File: config.mk
export PLATFORM = sky130hd
export DESIGN_NAME = mmad_decoder
export DESIGN_NICKNAME = d
export VERILOG_FILES = /design/src/rtl/mmad_pkg.sv /design/src/rtl/mmad_decoder.sv
export VERILOG_INCLUDE_DIRS = /design/src /design/src/rtl
export SDC_FILE = /design/constraint.sdc
export NUM_CORES = 1
export LEC_CHECK = 0
export BUFFER_PORTS_ARGS = -buffer_cell sky130_fd_sc_hd__buf_2
export CAP_MARGIN = 5
export CORE_MARGIN = 3
export CORE_UTILIZATION = 58
export CTS_CLUSTER_DIAMETER = 60
export CTS_CLUSTER_SIZE = 24
export DETAILED_ROUTE_END_ITERATION = 8
export PLACE_DENSITY = 0.89
export REMOVE_ABC_BUFFERS = 1
export SETUP_SLACK_MARGIN = 0.02
export SYNTH_ARGS = -nofsm -noshare
export SYNTH_HDL_FRONTEND = slang
export SYNTH_SLANG_ARGS = --single-unit
File: constraint.sdc
create_clock -name sys_clk_i -period 4.6 [get_ports sys_clk_i]
set_clock_uncertainty 0.05 [all_clocks]
set_input_delay 0.92 -clock sys_clk_i [delete_from_list [all_inputs] [get_ports sys_clk_i]]
set_output_delay 0.92 -clock sys_clk_i [all_outputs]
set_load 0.02 [all_outputs]
File: src/rtl/mmad_cfg.svh
`ifndef MMAD_CFG_SVH
`define MMAD_CFG_SVH

// ==========================================
// register indices
`define MMAD_REG_SYS_CFG 4'h0
`define MMAD_REG_PERIPH_CFG 4'h1
`define MMAD_REG_HIGH_WIN 4'h2
`define MMAD_REG_CTX_PTR 4'h3
`define MMAD_REG_IRQ_STATUS 4'h4
`define MMAD_REG_IRQ_MASK 4'h5
`define MMAD_REG_SEL_BASE 4'h6
`define MMAD_REG_LAST_TGT 4'hE

// ==========================================
// field positions
`define MMAD_SYS_GLOBAL_EN_BIT 2
`define MMAD_SYS_FLASH_MAP_BIT 4
`define MMAD_SYS_WMASK 16'h0014
`define MMAD_PER_CAN_A_BIT 0
`define MMAD_PER_CAN_B_BIT 1
`define MMAD_PER_LOW_RAM_BIT 2
`define MMAD_PER_HIGH_RAM_BIT 3
`define MMAD_PER_WMASK 16'h000F
`define MMAD_EVT_TRAP_BIT 0
`define MMAD_EVT_WIDTH_BIT 1
`define MMAD_EVT_EXT_BIT 2
`define MMAD_EVT_WMASK 16'h0007

// ==========================================
// reset values
`define MMAD_SYS_CFG_RST 16'h0010
`define MMAD_PERIPH_CFG_RST 16'h0000
`define MMAD_HIGH_WIN_RST 16'h0F09
`define MMAD_CTX_PTR_RST 16'hFC00

// ==========================================
// address map
`define MMAD_TEST_FLASH_END 24'h000FFF
`define MMAD_FLASH_LOW_END 24'h007FFF
`define MMAD_FLASH_S4_BASE 24'h018000
`define MMAD_FLASH_HIGH_END 24'h04FFFF
`define MMAD_RESV_SEG_LO 8'h05
`define MMAD_RESV_SEG_HI 8'h07
`define MMAD_FLASH_REG_SEG 8'h08
`define MMAD_INTERNAL_DUAL_PORT_RAM_LO 16'hF600
`define MMAD_INTERNAL_DUAL_PORT_RAM_HI 16'hFDFF
`define MMAD_SFR_LO 16'hFE00
`define MMAD_ESFR_LO 16'hF000
`define MMAD_ESFR_HI 16'hF1FF
`define MMAD_LOW_RAM_LO 16'hE000
`define MMAD_LOW_RAM_HI 16'hE7FF
`define MMAD_CAN_A_PAGE 8'hEF
`define MMAD_CAN_B_PAGE 8'hEE
`define MMAD_TRAP_VECTOR 16'h009B
`define MMAD_DUMMY_DATA 16'hFFFF

// ==========================================
// timing at the reference cpu clock
`define MMAD_REF_CLK_MHZ 40
`define MMAD_BASE_ACCESS_CYC 2
`define MMAD_XRAM_ACCESS_NS 50
`define MMAD_CAN_ACCESS_NS 100

`endif

File: src/rtl/mmad_pkg.sv
package mmad_pkg;

    // ==========================================
    // routing targets
    typedef enum logic [3:0] {
        MMAD_TGT_NONE = 4'b0000,
        MMAD_TGT_EXT = 4'b0001,
        MMAD_TGT_FLASH = 4'b0010,
        MMAD_TGT_TEST_FLASH = 4'b0011,
        MMAD_TGT_FLASH_REGS = 4'b0100,
        MMAD_TGT_RESERVED = 4'b0101,
        MMAD_TGT_INTERNAL_DUAL_PORT_RAM = 4'b0110,
        MMAD_TGT_SFR = 4'b0111,
        MMAD_TGT_XRAM_LOW = 4'b1000,
        MMAD_TGT_XRAM_HIGH = 4'b1001,
        MMAD_TGT_CAN_A = 4'b1010,
        MMAD_TGT_CAN_B = 4'b1011
    } mmad_target_e;

endpackage : mmad_pkg

File: src/rtl/mmad_decoder.sv
// Functional notes
// - one linear 16 Mbyte space holds code, data, registers and ports.
// - byte or word access everywhere, unless a target restricts width.
// - flash decodes as eight sectors plus a register block at 08'0000h.
// - test flash sits at 00'0000h in bootstrap mode only.
// - with flash mapping set, 05'0000h-07'FFFFh traps, no external cycle, dummy read.
// - internal dual port ram answers 00'F600h through 00'FDFFh.
// - register bank of 16 words, byte halves for the first eight.
// - extension rams use zero wait states, byte and word allowed.
// - low extension ram needs global and low enable bits.
// - otherwise low extension ram range goes external with matching bus set.
// - high extension ram answers in its window with global and high enable.
// - with global enable clear, high window goes external.
// - high window resets to 09'0000h-09'3FFFh, mirrored every 16K to 0F'FFFFh.
// - two 512 byte special function register areas.
// - first can window 00'EF00h-00'EFFFh needs global and its enable.
// - second can window 00'EE00h-00'EEFFh needs global and its enable.
// - can windows take words only, two wait states.
`include "mmad_cfg.svh"

module mmad_decoder #(
    parameter int ADDR_W = 24,
    parameter int NUM_SEL = 4
) (
    // clock and reset
    input wire logic sys_clk_i,
    input wire logic resetn_i,
    // mode strap
    input wire logic bootstrap_mode_i,
    // cpu access request
    input wire logic cpu_req_i,
    input wire logic [ADDR_W-1:0] cpu_addr_i,
    input wire logic cpu_write_i,
    input wire logic cpu_byte_i,
    // routing answer
    output logic route_valid_o,
    output mmad_pkg::mmad_target_e route_target_o,
    output logic [ADDR_W-1:0] route_offset_o,
    output logic [2:0] route_sector_o,
    output logic [1:0] route_wait_states_o,
    output logic [2:0] ext_bus_set_o,
    output logic ext_launch_o,
    output logic gpr_hit_o,
    output logic [3:0] gpr_index_o,
    output logic gpr_byte_half_o,
    output logic width_error_o,
    output logic trap_o,
    output logic [15:0] trap_vector_o,
    output logic [15:0] dummy_rdata_o,
    // register port
    input wire logic [3:0] reg_addr_i,
    input wire logic [15:0] reg_wdata_i,
    input wire logic reg_we_i,
    input wire logic reg_re_i,
    output logic [15:0] reg_rdata_o,
    // interrupt
    output logic irq_o
);

    // ==========================================
    // wait states from access times at the reference clock
    localparam int XRAM_WAIT = (`MMAD_XRAM_ACCESS_NS * `MMAD_REF_CLK_MHZ + 999) / 1000
                               - `MMAD_BASE_ACCESS_CYC;
    localparam int CAN_WAIT = (`MMAD_CAN_ACCESS_NS * `MMAD_REF_CLK_MHZ + 999) / 1000
                              - `MMAD_BASE_ACCESS_CYC;
    localparam logic [1:0] XRAM_WS = 2'(XRAM_WAIT);
    localparam logic [1:0] CAN_WS = 2'(CAN_WAIT);

    // ==========================================
    // configuration registers
    logic [15:0] sys_cfg_q;
    logic [15:0] periph_cfg_q;
    logic [15:0] high_win_q;
    logic [15:0] ctx_ptr_q;
    logic [15:0] irq_status_q;
    logic [15:0] irq_mask_q;
    logic [15:0] sel_q [NUM_SEL];

    logic onchip_bus_global_enable;
    logic flash_map_enable;
    logic can_ctrl_a_enable;
    logic can_ctrl_b_enable;
    logic ext_ram_low_enable;
    logic ext_ram_high_enable;

    assign onchip_bus_global_enable = sys_cfg_q[`MMAD_SYS_GLOBAL_EN_BIT];
    assign flash_map_enable = sys_cfg_q[`MMAD_SYS_FLASH_MAP_BIT];
    assign can_ctrl_a_enable = periph_cfg_q[`MMAD_PER_CAN_A_BIT];
    assign can_ctrl_b_enable = periph_cfg_q[`MMAD_PER_CAN_B_BIT];
    assign ext_ram_low_enable = periph_cfg_q[`MMAD_PER_LOW_RAM_BIT];
    assign ext_ram_high_enable = periph_cfg_q[`MMAD_PER_HIGH_RAM_BIT];

    always_ff @(posedge sys_clk_i or negedge resetn_i)
    begin
        if (!resetn_i)
        begin
            sys_cfg_q <= `MMAD_SYS_CFG_RST;
            periph_cfg_q <= `MMAD_PERIPH_CFG_RST;
            high_win_q <= `MMAD_HIGH_WIN_RST;
            ctx_ptr_q <= `MMAD_CTX_PTR_RST;
            irq_mask_q <= 16'h0000;
        end
        else if (reg_we_i)
        begin
            case (reg_addr_i)
                `MMAD_REG_SYS_CFG: sys_cfg_q <= reg_wdata_i & `MMAD_SYS_WMASK;
                `MMAD_REG_PERIPH_CFG: periph_cfg_q <= reg_wdata_i & `MMAD_PER_WMASK;
                `MMAD_REG_HIGH_WIN: high_win_q <= reg_wdata_i;
                `MMAD_REG_CTX_PTR: ctx_ptr_q <= {reg_wdata_i[15:1], 1'b0};
                `MMAD_REG_IRQ_MASK: irq_mask_q <= reg_wdata_i & `MMAD_EVT_WMASK;
                default: ;
            endcase
        end
    end

    // address select registers and their match
    logic [NUM_SEL-1:0] sel_match;

    for (genvar gi = 0; gi < NUM_SEL; gi++)
    begin : g_sel
        logic [11:0] win_mask;
        assign win_mask = 12'hFFF << sel_q[gi][3:0];
        always_ff @(posedge sys_clk_i or negedge resetn_i)
        begin
            if (!resetn_i)
                sel_q[gi] <= 16'h0000;
            else if (reg_we_i && reg_addr_i == 4'(`MMAD_REG_SEL_BASE + gi))
                sel_q[gi] <= reg_wdata_i;
        end
        // a select register left at zero is unused
        assign sel_match[gi] = (sel_q[gi] != 16'h0000) &&
                               (((cpu_addr_i[23:12] ^ sel_q[gi][15:4]) & win_mask) == 12'h000);
    end

    // lowest matching select wins; set 0 is the default
    logic [2:0] bus_set;
    always_comb
    begin
        bus_set = 3'h0;
        for (int i = NUM_SEL - 1; i >= 0; i--)
        begin
            if (sel_match[i])
                bus_set = 3'(i + 1);
        end
    end

    // ==========================================
    // address decode
    logic [7:0] seg;
    logic [15:0] low16;
    logic [7:0] page;
    logic [15:0] gpr_diff;
    mmad_pkg::mmad_target_e tgt;
    logic [ADDR_W-1:0] offs;
    logic [2:0] sector;
    logic [1:0] wait_st;
    logic width_err;
    logic resv_hit;
    logic high_win_hit;

    assign seg = cpu_addr_i[23:16];
    assign low16 = cpu_addr_i[15:0];
    assign page = cpu_addr_i[15:8];
    assign gpr_diff = low16 - ctx_ptr_q;
    // high window mirrors every 16K from first to last segment
    assign high_win_hit = (seg >= high_win_q[7:0]) && (seg <= high_win_q[15:8]);

    // fixed priority, first match wins
    always_comb
    begin
        tgt = mmad_pkg::MMAD_TGT_EXT;
        offs = cpu_addr_i;
        sector = 3'h0;
        wait_st = 2'h0;
        width_err = 1'b0;
        resv_hit = 1'b0;
        if (bootstrap_mode_i && cpu_addr_i <= `MMAD_TEST_FLASH_END)
        begin
            tgt = mmad_pkg::MMAD_TGT_TEST_FLASH;
            offs = {12'h000, cpu_addr_i[11:0]};
        end
        else if (flash_map_enable && (cpu_addr_i <= `MMAD_FLASH_LOW_END ||
                 (cpu_addr_i >= `MMAD_FLASH_S4_BASE && cpu_addr_i <= `MMAD_FLASH_HIGH_END)))
        begin
            tgt = mmad_pkg::MMAD_TGT_FLASH;
            if (seg == 8'h00)
                sector = {1'b0, cpu_addr_i[14:13]};
            else if (seg == 8'h01)
                sector = 3'h4;
            else
                sector = 3'(seg + 8'h03);
        end
        else if (flash_map_enable && seg >= `MMAD_RESV_SEG_LO && seg <= `MMAD_RESV_SEG_HI)
        begin
            tgt = mmad_pkg::MMAD_TGT_RESERVED;
            resv_hit = 1'b1;
        end
        else if (flash_map_enable && seg == `MMAD_FLASH_REG_SEG)
        begin
            tgt = mmad_pkg::MMAD_TGT_FLASH_REGS;
            offs = {8'h00, low16};
        end
        else if (seg == 8'h00 && low16 >= `MMAD_INTERNAL_DUAL_PORT_RAM_LO && low16 <= `MMAD_INTERNAL_DUAL_PORT_RAM_HI)
        begin
            tgt = mmad_pkg::MMAD_TGT_INTERNAL_DUAL_PORT_RAM;
            offs = {8'h00, low16 - `MMAD_INTERNAL_DUAL_PORT_RAM_LO};
        end
        else if (seg == 8'h00 && (low16 >= `MMAD_SFR_LO ||
                 (low16 >= `MMAD_ESFR_LO && low16 <= `MMAD_ESFR_HI)))
        begin
            tgt = mmad_pkg::MMAD_TGT_SFR;
            offs = {14'h0000, low16[15:12] == 4'hF && low16[11:9] == 3'h7, low16[8:0]};
        end
        else if (seg == 8'h00 && low16 >= `MMAD_LOW_RAM_LO && low16 <= `MMAD_LOW_RAM_HI &&
                 onchip_bus_global_enable && ext_ram_low_enable)
        begin
            tgt = mmad_pkg::MMAD_TGT_XRAM_LOW;
            offs = {13'h0000, low16[10:0]};
            wait_st = XRAM_WS;
        end
        else if (seg == 8'h00 && (page == `MMAD_CAN_A_PAGE || page == `MMAD_CAN_B_PAGE) &&
                 onchip_bus_global_enable &&
                 (page == `MMAD_CAN_A_PAGE ? can_ctrl_a_enable : can_ctrl_b_enable))
        begin
            // refuse byte cycles rather than corrupt a neighbour byte
            if (cpu_byte_i)
            begin
                tgt = mmad_pkg::MMAD_TGT_NONE;
                width_err = 1'b1;
            end
            else
            begin
                tgt = (page == `MMAD_CAN_A_PAGE) ? mmad_pkg::MMAD_TGT_CAN_A
                                                 : mmad_pkg::MMAD_TGT_CAN_B;
                offs = {16'h0000, low16[7:0]};
                wait_st = CAN_WS;
            end
        end
        else if (high_win_hit && onchip_bus_global_enable && ext_ram_high_enable)
        begin
            tgt = mmad_pkg::MMAD_TGT_XRAM_HIGH;
            offs = {10'h000, cpu_addr_i[13:0]};
            wait_st = XRAM_WS;
        end
        // disabled windows fall through to external
    end

    // register bank inside internal ram
    logic gpr_hit;
    assign gpr_hit = (tgt == mmad_pkg::MMAD_TGT_INTERNAL_DUAL_PORT_RAM) && (gpr_diff[15:5] == 11'h000);

    // ==========================================
    // routing answer, one cycle after the request
    always_ff @(posedge sys_clk_i or negedge resetn_i)
    begin
        if (!resetn_i)
        begin
            route_valid_o <= 1'b0;
            route_target_o <= mmad_pkg::MMAD_TGT_NONE;
            route_offset_o <= '0;
            route_sector_o <= 3'h0;
            route_wait_states_o <= 2'h0;
            ext_bus_set_o <= 3'h0;
            gpr_hit_o <= 1'b0;
            gpr_index_o <= 4'h0;
            gpr_byte_half_o <= 1'b0;
        end
        else
        begin
            route_valid_o <= cpu_req_i;
            if (cpu_req_i)
            begin
                route_target_o <= tgt;
                route_offset_o <= offs;
                route_sector_o <= sector;
                route_wait_states_o <= wait_st;
                ext_bus_set_o <= (tgt == mmad_pkg::MMAD_TGT_EXT) ? bus_set : 3'h0;
                gpr_hit_o <= gpr_hit;
                gpr_index_o <= gpr_diff[4:1];
                gpr_byte_half_o <= gpr_hit && cpu_byte_i && !gpr_diff[4];
            end
        end
    end

    // ==========================================
    // one-cycle strobes; trap vector and dummy read data hold their last value
    always_ff @(posedge sys_clk_i or negedge resetn_i)
    begin
        if (!resetn_i)
        begin
            ext_launch_o <= 1'b0;
            trap_o <= 1'b0;
            width_error_o <= 1'b0;
            trap_vector_o <= 16'h0000;
            dummy_rdata_o <= 16'h0000;
        end
        else
        begin
            // a reserved hit never reaches the external bus
            ext_launch_o <= cpu_req_i && (tgt == mmad_pkg::MMAD_TGT_EXT);
            trap_o <= cpu_req_i && resv_hit;
            width_error_o <= cpu_req_i && width_err;
            if (cpu_req_i && resv_hit)
                trap_vector_o <= `MMAD_TRAP_VECTOR;
            if (cpu_req_i && resv_hit && !cpu_write_i)
                dummy_rdata_o <= `MMAD_DUMMY_DATA;
        end
    end

    // ==========================================
    // sticky flags; a new event beats a same-cycle clear
    logic [15:0] evt_set;
    logic [15:0] evt_clr;

    always_comb
    begin
        evt_set = 16'h0000;
        evt_set[`MMAD_EVT_TRAP_BIT] = cpu_req_i && resv_hit;
        evt_set[`MMAD_EVT_WIDTH_BIT] = cpu_req_i && width_err;
        evt_set[`MMAD_EVT_EXT_BIT] = cpu_req_i && (tgt == mmad_pkg::MMAD_TGT_EXT);
        evt_clr = (reg_we_i && reg_addr_i == `MMAD_REG_IRQ_STATUS) ? reg_wdata_i : 16'h0000;
    end

    always_ff @(posedge sys_clk_i or negedge resetn_i)
    begin
        if (!resetn_i)
            irq_status_q <= 16'h0000;
        else
            irq_status_q <= ((irq_status_q & ~evt_clr) | evt_set) & `MMAD_EVT_WMASK;
    end

    // level interrupt, rising with its flag
    always_ff @(posedge sys_clk_i or negedge resetn_i)
    begin
        if (!resetn_i)
            irq_o <= 1'b0;
        else
            irq_o <= |(((irq_status_q & ~evt_clr) | evt_set) & irq_mask_q);
    end

    // ==========================================
    // read data one cycle after the strobe
    logic [15:0] rd_mux;

    always_comb
    begin
        rd_mux = 16'h0000;
        case (reg_addr_i)
            `MMAD_REG_SYS_CFG: rd_mux = sys_cfg_q;
            `MMAD_REG_PERIPH_CFG: rd_mux = periph_cfg_q;
            `MMAD_REG_HIGH_WIN: rd_mux = high_win_q;
            `MMAD_REG_CTX_PTR: rd_mux = ctx_ptr_q;
            `MMAD_REG_IRQ_STATUS: rd_mux = irq_status_q;
            `MMAD_REG_IRQ_MASK: rd_mux = irq_mask_q;
            `MMAD_REG_LAST_TGT: rd_mux = {12'h000, route_target_o};
            default:
            begin
                for (int i = 0; i < NUM_SEL; i++)
                begin
                    if (reg_addr_i == 4'(`MMAD_REG_SEL_BASE + i))
                        rd_mux = sel_q[i];
                end
            end
        endcase
    end

    always_ff @(posedge sys_clk_i or negedge resetn_i)
    begin
        if (!resetn_i)
            reg_rdata_o <= 16'h0000;
        else if (reg_re_i)
            reg_rdata_o <= rd_mux;
        else
            reg_rdata_o <= 16'h0000;
    end

endmodule : mmad_decoder

# After elaboration in Yosys (flattened, before gate mapping)
# Cells that the tools add are included.
[word_totals]
in_bits = 52
output_inout_bits = 95
reg_bits = 172
[op_classes]
n_reduce_logical = 59
bitwise = 12
eq_ne = 18
muxes = 59
shift = 4
n_addsub = 3
order_cmp = 15
[op_table]
columns = ["operator", "count"]
rows = [
  ["two-way mux 24 bit", 10],
  ["one-hot mux 16 bit (7 select lines)", 1],
  ["two-way mux 16 bit", 6],
  [">= comparator 16 bit (second input constant)", 4],
  ["nonzero test 16 bit", 4],
  ["AND 12 bit", 4],
  ["less-or-equal comparator 16 bit (second input constant)", 3],
  ["zero test 12 bit", 4],
  ["left shift 12 x 4 -> 12 bit (first input constant)", 4],
  ["bitwise XOR 12 bit", 4],
  ["two-way mux 4 bit", 10],
  ["logical AND 1 bit", 37],
  ["two-way mux 3 bit", 9],
  [">= comparator 24 x 17 -> 1 bit (second input constant)", 1],
  ["less-or-equal comparator 24 x 12 -> 1 bit (second input constant)", 1],
  ["less-or-equal comparator 24 x 15 -> 1 bit (second input constant)", 1],
  ["less-or-equal comparator 24 x 19 -> 1 bit (second input constant)", 1],
  ["equality test 4 x 3 -> 1 bit (second input constant)", 5],
  ["two-way mux 2 bit", 9],
  ["AND 16 x 3 -> 16 bit", 1],
  ["AND 3 x 16 -> 16 bit", 1],
  ["equality test 4 bit (second input constant)", 4],
  ["equality test 8 bit (second input constant)", 2],
  ["NOT 16 bit", 1],
  ["other kinds (21)", 43],
]

# Longest topological paths before layout
# Gate-level depths: netlist (run 1).
[logic_depth]
word_depth = 18
ltp_mapped = 11
ltp_nobuf = 10

# Worst setup path before layout (run 1)
# No wires, ideal clock.
[synth_timing]
path_kind = "input to register"
start = "input port cpu_addr_i[1]"
end = "register gpr_hit_o"
setup_slack_ns = 1.175
path_stages = 10
arrival_ns = 3.280
setup_ns = 0.095
path_cell_list = "inv_1 > ha_1 > fa_1 > nand2b_1 > a2111oi_0 > o211ai_1 > a21oi_1 > a31oi_1 > or4_4 > o32ai_2"
[synth_via]
elab_chain_cells = 14
[synth_rtl]
columns = ["element", "line", "source"]
rows = [
  ["start: declaration", "mmad_decoder.sv:32", "input wire logic [ADDR_W-1:0] cpu_addr_i,"],
  [">= comparator 16 bit (no line)", "-", ""],
  ["logical AND 1 bit (no line) (2 in series)", "-", ""],
  ["logical AND 1 bit (2 in series)", "mmad_decoder.sv:214", "else if (seg == 8'h00 && low16 >= `MMAD_LOW_RAM_LO && low16 <= `MMAD_LOW_RAM_HI &&"],
  ["two-way mux 4 bit", "mmad_decoder.sv:214", ""],
  ["two-way mux 4 bit", "mmad_decoder.sv:208", "else if (seg == 8'h00 && (low16 >= `MMAD_SFR_LO ||"],
  ["two-way mux 4 bit", "mmad_decoder.sv:203", "else if (seg == 8'h00 && low16 >= `MMAD_INTERNAL_DUAL_PORT_RAM_LO && low16 <= `MMAD_INTERNAL_DUAL_PORT_RAM_HI)"],
  ["two-way mux 4 bit", "mmad_decoder.sv:198", "else if (flash_map_enable && seg == `MMAD_FLASH_REG_SEG)"],
  ["two-way mux 4 bit", "mmad_decoder.sv:193", "else if (flash_map_enable && seg >= `MMAD_RESV_SEG_LO && seg <= `MMAD_RESV_SEG_HI)"],
  ["two-way mux 4 bit", "mmad_decoder.sv:182", "else if (flash_map_enable && (cpu_addr_i <= `MMAD_FLASH_LOW_END ||"],
  ["two-way mux 4 bit", "mmad_decoder.sv:177", "if (bootstrap_mode_i && cpu_addr_i <= `MMAD_TEST_FLASH_END)"],
  ["equality test 4 x 3 -> 1 bit", "mmad_decoder.sv:250", "assign gpr_hit = (tgt == mmad_pkg::MMAD_TGT_INTERNAL_DUAL_PORT_RAM) && (gpr_diff[15:5] == 11'h000);"],
  ["logical AND 1 bit *", "mmad_decoder.sv:250", ""],
  ["end signal: assignment", "mmad_decoder.sv:278", "gpr_hit_o <= gpr_hit;"],
  ["end: declaration", "mmad_decoder.sv:43", "output logic gpr_hit_o,"],
]
# Mark *: on every way between the ends. The rest lies on a longest branch, timed or not.
# A chain may end at the register's enable or synchronous reset.

# Worst setup path after layout (run 1)
# Ends and elaborated chain as after synthesis.

==> flow_metrics.tcl, run 1 <==
set metrics [dict create \
    status "completed" \
    ys_top_cells_by_area "dfrtp_1, mux2_2, ha_1" \
    core_area_um2 17300 \
    ys.flop_type "dfrtp_1" \
    drtPass1Iterations 6 \
    swShare 0.3653 \
    clkTransAtPathRegs_ns 0.07 \
    power.density_nw_per_um2 431.2 \
    period_needed_ns 3.424 \
    cts_made_buffers 17 \
    ant_nets 0 \
    ys_async_sr_fraction 1.000 \
    fillers 1372 \
    start_util 0.5940 \
    cp_max_fo 4 \
    synth-edff-count 0 \
    met1Wirelength_um 12520 \
    synth_xor_area_frac 0.04616 \
    top_layer_used "met4" \
    num_vias 9030 \
    fin_total_pwr_mw 4.962 \
    totalWireLength_um 30370 \
    syn_area_um2 10270 \
    internal-power_mw 3.149 \
    cts_resized 0 \
    end_kind "flip-flop" \
    cts_root_buf "clkbuf_16" \
    synthDistinctLibCells 81 \
    drtIter0Drc 1022 \
    pre_cts_ws_ns 0.6932 \
    maxCapViolCount 0 \
    rsz0062_at_grt "no" \
    synth_top_family_by_area "compound AO/OA/AOI/OAI gates" \
    synth.area.mux_share 0.1180 \
    dpl_cell_area_um2 10880 \
    die_h_um 139.1 \
    synthCells 1049 \
    synth_area_per_cell_um2 9.794 \
    cp.arrival_ns 3.72 \
    clock.fmax_ghz 0.2921 \
    seq_power_share 0.431 \
    final_area_um2 11510 \
    grt_pass1_vias 8648 \
    drc 0 \
    ys_warn_count 0 \
    power_leakage_nw 5.217 \
    vias_per_cell 6.572 \
    synth-compound-area-share 0.1733 \
    dr_wl_met2_um 13740 \
    power.switching_mw 1.812 \
    yosys.area_share.simple 0.1296 \
    portBuffers 134 \
    required_ns 4.90 \
    slew_viol_final 0 \
    tritoncts "yes" \
    synth.top_cell.area_share 0.3848 \
    cts_hold_buf 0 \
    clock_power_share 0.304 \
    hold_viol_final 0 \
    finalCritPeriodShare 0.7443 \
    setup_viol 0 \
    areaGrowthSynthToFinish_pct 12.00 \
    rows 48 \
    synth_top_cell_by_area "dfrtp_1" \
    clk-insertion-delay-late_ns 0.44 \
    antenna_cells 0 \
    antenna_found_initial 0 \
    ioPinCount 147 \
    synth_seq_area_share 0.4181 \
    critPathLaunchType "input port" \
    htreeDepth 4 \
    drive_above_1_share 0.2559 \
    hp-class "flip-flop to flip-flop" \
    ys_ff_latch 171 \
    worst_pin_slew_ns 0.9868 \
    ir_drop_mv 0.3139 \
    synth_fa_ha_area_frac 0.04579 \
    place_hpwl_um 21980 \
    wl_per_cell_um 22.10 \
    grt_max_degree 105 \
    combPwrFrac 0.265 \
    post_cts_buffers 0 \
    finalSetupTns_ns 0 \
    dpl.cell_count 1342 \
    gp_congestion 0.9783 \
    grt_overflow 0 \
    die-area_um2 19350 \
    fin_ws_ns 1.176 \
    grt_pass1_wl_um 47770 \
    wl_met3_um 2896 \
    fin_nets 1225 \
    slew_headroom 0.3403 \
    final_cell_mix "dfrtp_1, buf_2, mux2_2" \
    cts_buffer_depth 2 \
    path_class "input port to flip-flop" \
    final_common_cell "dfrtp_1" \
    die_w_um 139.1 \
    clkSinkCount 171 \
    final_cells 1374 \
    rrSetupSlack_ns 1.31 \
    grtUsageTotal 0.3107 \
]
[power groups by stage]
stage | sequential (mW) | clock, mW | combinational [mW]
floorplan | 2.09 | 0 | 0.819
global placement | 2.13 | 0 | 1.24
detailed placement | 2.14 | 0 | 1.28
CTS | 2.12 | 1.51 | 1.30
global route | 2.16 | 1.59 | 1.44
finish | 2.14 | 1.51 | 1.32
[cell families after synthesis]
kind of cell | Yosys count
buffers and inverters | 148
other | 1
AOI/OAI and AO/OA | 271
adders and majority gates | 37
muxes | 110
xor gates and xnor gates | 52
DFF | 171
and+or+nand+nor | 259
[area by class of cell]
| class | count | area (um2) | area share |
|---|---|---|---|
| clock buffer | 17 | 425.4 | 0.03697 |
| tap | 225 | 281.5 | 0.02447 |
| clock inverter | 15 | 192.7 | 0.01675 |
| sequential | 171 | 4295 | 0.3733 |
| multi-input combinational | 741 | 5329 | 0.4631 |
| inverter | 64 | 240.2 | 0.02088 |
| timing repair buffer | 141 | 742.0 | 0.06448 |
[flip-flops by register name, summed over array words and instances (netlist names), 4 cells and up]
signal / count
sel_q: 64
route_offset_o: 24
high_win_q: 16
reg_rdata_o: 16
ctx_ptr_q: 15
gpr_index_o: 4
periph_cfg_q: 4
route_target_o: 4
[per-layer routing]
metal  vias to the layer above  track usage
li1                       3945            -
met5                         -            0
met3                       108      0.05759
met4                         0       0.1246
met2                       538       0.4802
met1                      4439       0.4362
[stage by stage]
stage               utilization  hold slack (ns)
global route             0.6652           0.4541
detailed placement       0.6290           0.4216
finish                   0.6652           0.4377
CTS                      0.6647           0.4375
floorplan                     -           0.3998
global placement         0.6290           0.4124
[critical path, cell delays in order]
cell,delay (ns)
buf_2,0.11
inv_1,0.05
ha_1,0.22
fa_1,0.40
nand2b_1,0.19
a2111oi_0,0.55
o22ai_1,0.16
xor2_1,0.19
o211ai_1,0.14
or4_4,0.52
o32ai_2,0.26
[worst paths after layout]
| kind | start | endpoint | cells past startpoint |
|---|---|---|---|
| setup / recovery | cpu_addr_i[1] | gpr_hit_o | 11 |
| hold / removal | high_win_q[1] | high_win_q[1] | 2 |
| setup reg to reg | ctx_ptr_q[1] | gpr_hit_o | 9 |
| hold reg to reg | high_win_q[1] | high_win_q[1] | 2 |
| max in group asynchronous | resetn_i | ctx_ptr_q[11] | 2 |
| min in group asynchronous | resetn_i | sel_q[36] | 1 |
[synth_stat cells (all sizes together), types with 15 or more instances]
cell and instances:
dfrtp 158, mux2 89, nand2 80, o21ai 74, inv 64, a21oi 61, nor2 50, buf 48
clkbuf 36, ha 36, xnor2 27, xor2 25, mux2i 21, nor4 19, nand3 17, a22oi 16
nor3 16, o2bb2ai 15
Note: power is estimated with default switching activity, not from simulation.
==> inputs of run 2 (changes only) <==
--- a/config.mk
+++ b/config.mk
@@ -6,6 +6,7 @@
 export SDC_FILE = /design/constraint.sdc
 export NUM_CORES = 1
 export LEC_CHECK = 0
+export ABC_AREA = 1
 export BUFFER_PORTS_ARGS = -buffer_cell sky130_fd_sc_hd__buf_2
 export CAP_MARGIN = 5
 export CORE_MARGIN = 3
@@ -13,7 +14,7 @@
 export CTS_CLUSTER_DIAMETER = 60
 export CTS_CLUSTER_SIZE = 24
 export DETAILED_ROUTE_END_ITERATION = 8
-export PLACE_DENSITY = 0.89
+export PLACE_DENSITY = 0.88
 export REMOVE_ABC_BUFFERS = 1
 export SETUP_SLACK_MARGIN = 0.02
 export SYNTH_ARGS = -nofsm -noshare
==> constraint.sdc (replaced) <==
create_clock -name sys_clk_i -period 3.35 [get_ports sys_clk_i]
set_clock_uncertainty 0.05 [all_clocks]
set_input_delay 0.67 -clock sys_clk_i [delete_from_list [all_inputs] [get_ports sys_clk_i]]
set_output_delay 0.67 -clock sys_clk_i [all_outputs]
set_load 0.02 [all_outputs]
==> run 2 against run 1 <==
Against the previous run: cell count rose by 27%; global-route usage rose by 1.1 points; highest routed layer unchanged; non-clock buffer count up 15; wire length grew 4.7%; sequential share of layout area fell by 1.3 points; combinational power grew 32%; critical endpoint is now gpr_byte_half_o; critical path depth up 4; synthesized area rose by 3.5%; synthesized cell count grew 34%; power grew 31%; design area up 3.7%; die area is 3.3% higher.
==> flow_metrics.tcl, run 2 <==
set metrics [dict create \
    synth_xor_area_frac 0.03789 \
    final_cell_mix "nand2_1, o21ai_0, inv_1" \
    clkTransAtPathRegs_ns 0.06 \
    rrSetupSlack_ns 0.95 \
    cts_root_buf "clkbuf_16" \
    crit_chain "buf_2 > inv_1 > ha_1 > nand2_2 > nor2_8 > inv_2 > nor2_2 > nand3_2 > nor2_2 > nor2_1 > nand3_1 > nand3_1 > nor2_1 > nand4_1 > nand2_1" \
    critPathSlowestCell "ha_1" \
    final_cells 1744 \
    synthCells 1403 \
    synth_area_per_cell_um2 7.579 \
    period_needed_ns 2.556 \
    antenna_cells 0 \
    grt_pass1_wl_um 50840 \
    finalCritPeriodShare 0.7629 \
    synth-compound-area-share 0.1534 \
    gp_congestion 0.9945 \
    end_kind "flip-flop" \
    final_util 0.6780 \
    drc 0 \
    r2r_end "irq_o" \
    start_util 0.6042 \
    wl_per_cell_um 18.24 \
    die_h_um 141.4 \
    tritoncts "yes" \
    drtPass1Iterations 6 \
    clkSinkCount 171 \
    vias_per_cell 5.887 \
    htreeDepth 4 \
    rows 48 \
    ant_nets 0 \
    slew_viol_final 0 \
    die_w_um 141.4 \
    required_ns 3.68 \
    ioPinCount 147 \
    hp-class "input port to async pin" \
    num_vias 10270 \
    drive_above_1_share 0.1633 \
    ys_ff_latch 171 \
    place_hpwl_um 24360 \
    power_leakage_nw 6.142 \
    maxCapViolCount 0 \
    grtUsageTotal 0.3219 \
    cts_hold_buf 0 \
    reg2regPathDepth 16 \
    power.density_nw_per_um2 546.3 \
    grt_max_degree 67 \
    path_class "input port to flip-flop" \
    ys.flop_type "dfrtp_1" \
    die-area_um2 19990 \
    grt_pass1_vias 9735 \
    yosys.area_share.simple 0.2551 \
    ys_async_sr_fraction 1.000 \
    setup_viol 0 \
    synthDistinctLibCells 60 \
    largest_register_ffs 64 \
    synth_most_common_cell "nand2_1" \
    synth.area.mux_share 0 \
    pre_cts_ws_ns 0.3772 \
    drtIter0Drc 1314 \
    cp_max_fo 8 \
    syn_area_um2 10630 \
    totalWireLength_um 31800 \
    synth_fa_ha_area_frac 0.04425 \
    synth_top_family_by_area "simple AND/OR/NAND/NOR gates" \
    hold_viol_final 0 \
    clock.fmax_ghz 0.3913 \
    critPathLaunchType "input port" \
    areaGrowthSynthToFinish_pct 12.20 \
    critPathMaxStageDelay_ns 0.30 \
    rsz0062_at_grt "no" \
    grt_overflow 0 \
    antenna_found_initial 0 \
    ys_top_cells_by_count "nand2_1, o21ai_0, inv_1" \
    synth.top_cell.area_share 0.3719 \
    ys_top_cells_by_area "dfrtp_1, nand2_1, o21ai_0" \
    synth_top_cell_by_area "dfrtp_1" \
    cts_resized 0 \
    cts_buffer_depth 2 \
    top_regs "sel_q (64), route_offset_o (24)" \
    final_common_cell "nand2_1" \
    ir_drop_mv 0.3407 \
    cp.arrival_ns 2.88 \
    dpl.cell_count 1712 \
    status "completed" \
    slew_headroom 0.3856 \
    finalSetupTns_ns 0 \
    clk-insertion-delay-late_ns 0.45 \
    fin_ws_ns 0.7941 \
    synth-edff-count 0 \
    core_area_um2 17600 \
    fin_nets 1595 \
    synth_seq_area_share 0.4040 \
    ys_warn_count 0 \
    post_cts_buffers 0 \
    portBuffers 134 \
    r2r-start "high_win_q[9]" \
    regMostFlops "sel_q" \
    cts_made_buffers 17 \
    worst_pin_slew_ns 0.9194 \
]
[run 2: changes by cell type in the layout (fill, tap and decap cells not counted), moves of 21 or more]
cell / change
inv_1: +100
nand3_1: +44
mux2i_1: -21
nor2_1: +37
nand2_1: +282
o21ai_0: +91
a21oi_1: -24
mux2_2: -89
[run 2: worst max path at each step]
stage | cells past startpoint | start | endpoint
final | 15 | cpu_addr_i[17] | gpr_byte_half_o
after global routing | 15 | cpu_addr_i[17] | gpr_byte_half_o
after CTS | 15 | cpu_addr_i[17] | gpr_byte_half_o
after detailed placement | 15 | cpu_addr_i[17] | gpr_byte_half_o
after global placement | 15 | cpu_addr_i[17] | gpr_byte_half_o
after floorplan | 0 | dummy_rdata_o[0] | dummy_rdata_o[0]
[run 2: per-layer routing]
layer	vias to the layer above	wire, um	GRT usage	share of wire
li1	4797	-	-	-
met1	4795	12520	0.4166	0.39
met2	541	15240	0.5395	0.48
met3	134	2663	0.05359	0.084
met4	0	1383	0.1328	0.043
met5	-	0	0	0
[run 2: cell families after synthesis]
kind of cell	Yosys count
simple gates	612
flops	171
buf+inv	255
other cells	1
compound gates	281
fa+ha+maj	37
xor+xnor	46
[run 2: worst max-delay path, delay by kind of cell]
| family | cells | cell delay (ns) |
|---|---|---|
| fa+ha+maj | 1 | 0.30 |
| buf+inv | 3 | 0.51 |
| simple gates | 11 | 1.41 |
[run 2: power breakdown]
part | internal, mW | switching [mW]
logic | 0.627 | 1.11
registers | 2.41 | 0.379
clock network | 1.13 | 0.864
[run 2: per-stage QoR]
stage	total power [mW]	hold slack [ns]	area, um2
after floorplan	3.858	0.3244	10210
after global placement	4.445	0.3989	11340
after detailed placement	4.505	0.4040	11340
after CTS	6.484	0.1948	11930
after global routing	6.868	0.2269	11930
final	6.518	0.1824	11930
[run 2: layout make-up]
cell class	count	area (um2)
Clock inverter	12	140.1
Sequential cell	171	4295
Timing Repair Buffer	156	854.6
Tap cell	225	281.5
Fill cell	1462	5667
Inverter	172	649.4
Clock buffer	20	446.7
Multi-Input combinational cell	988	5263
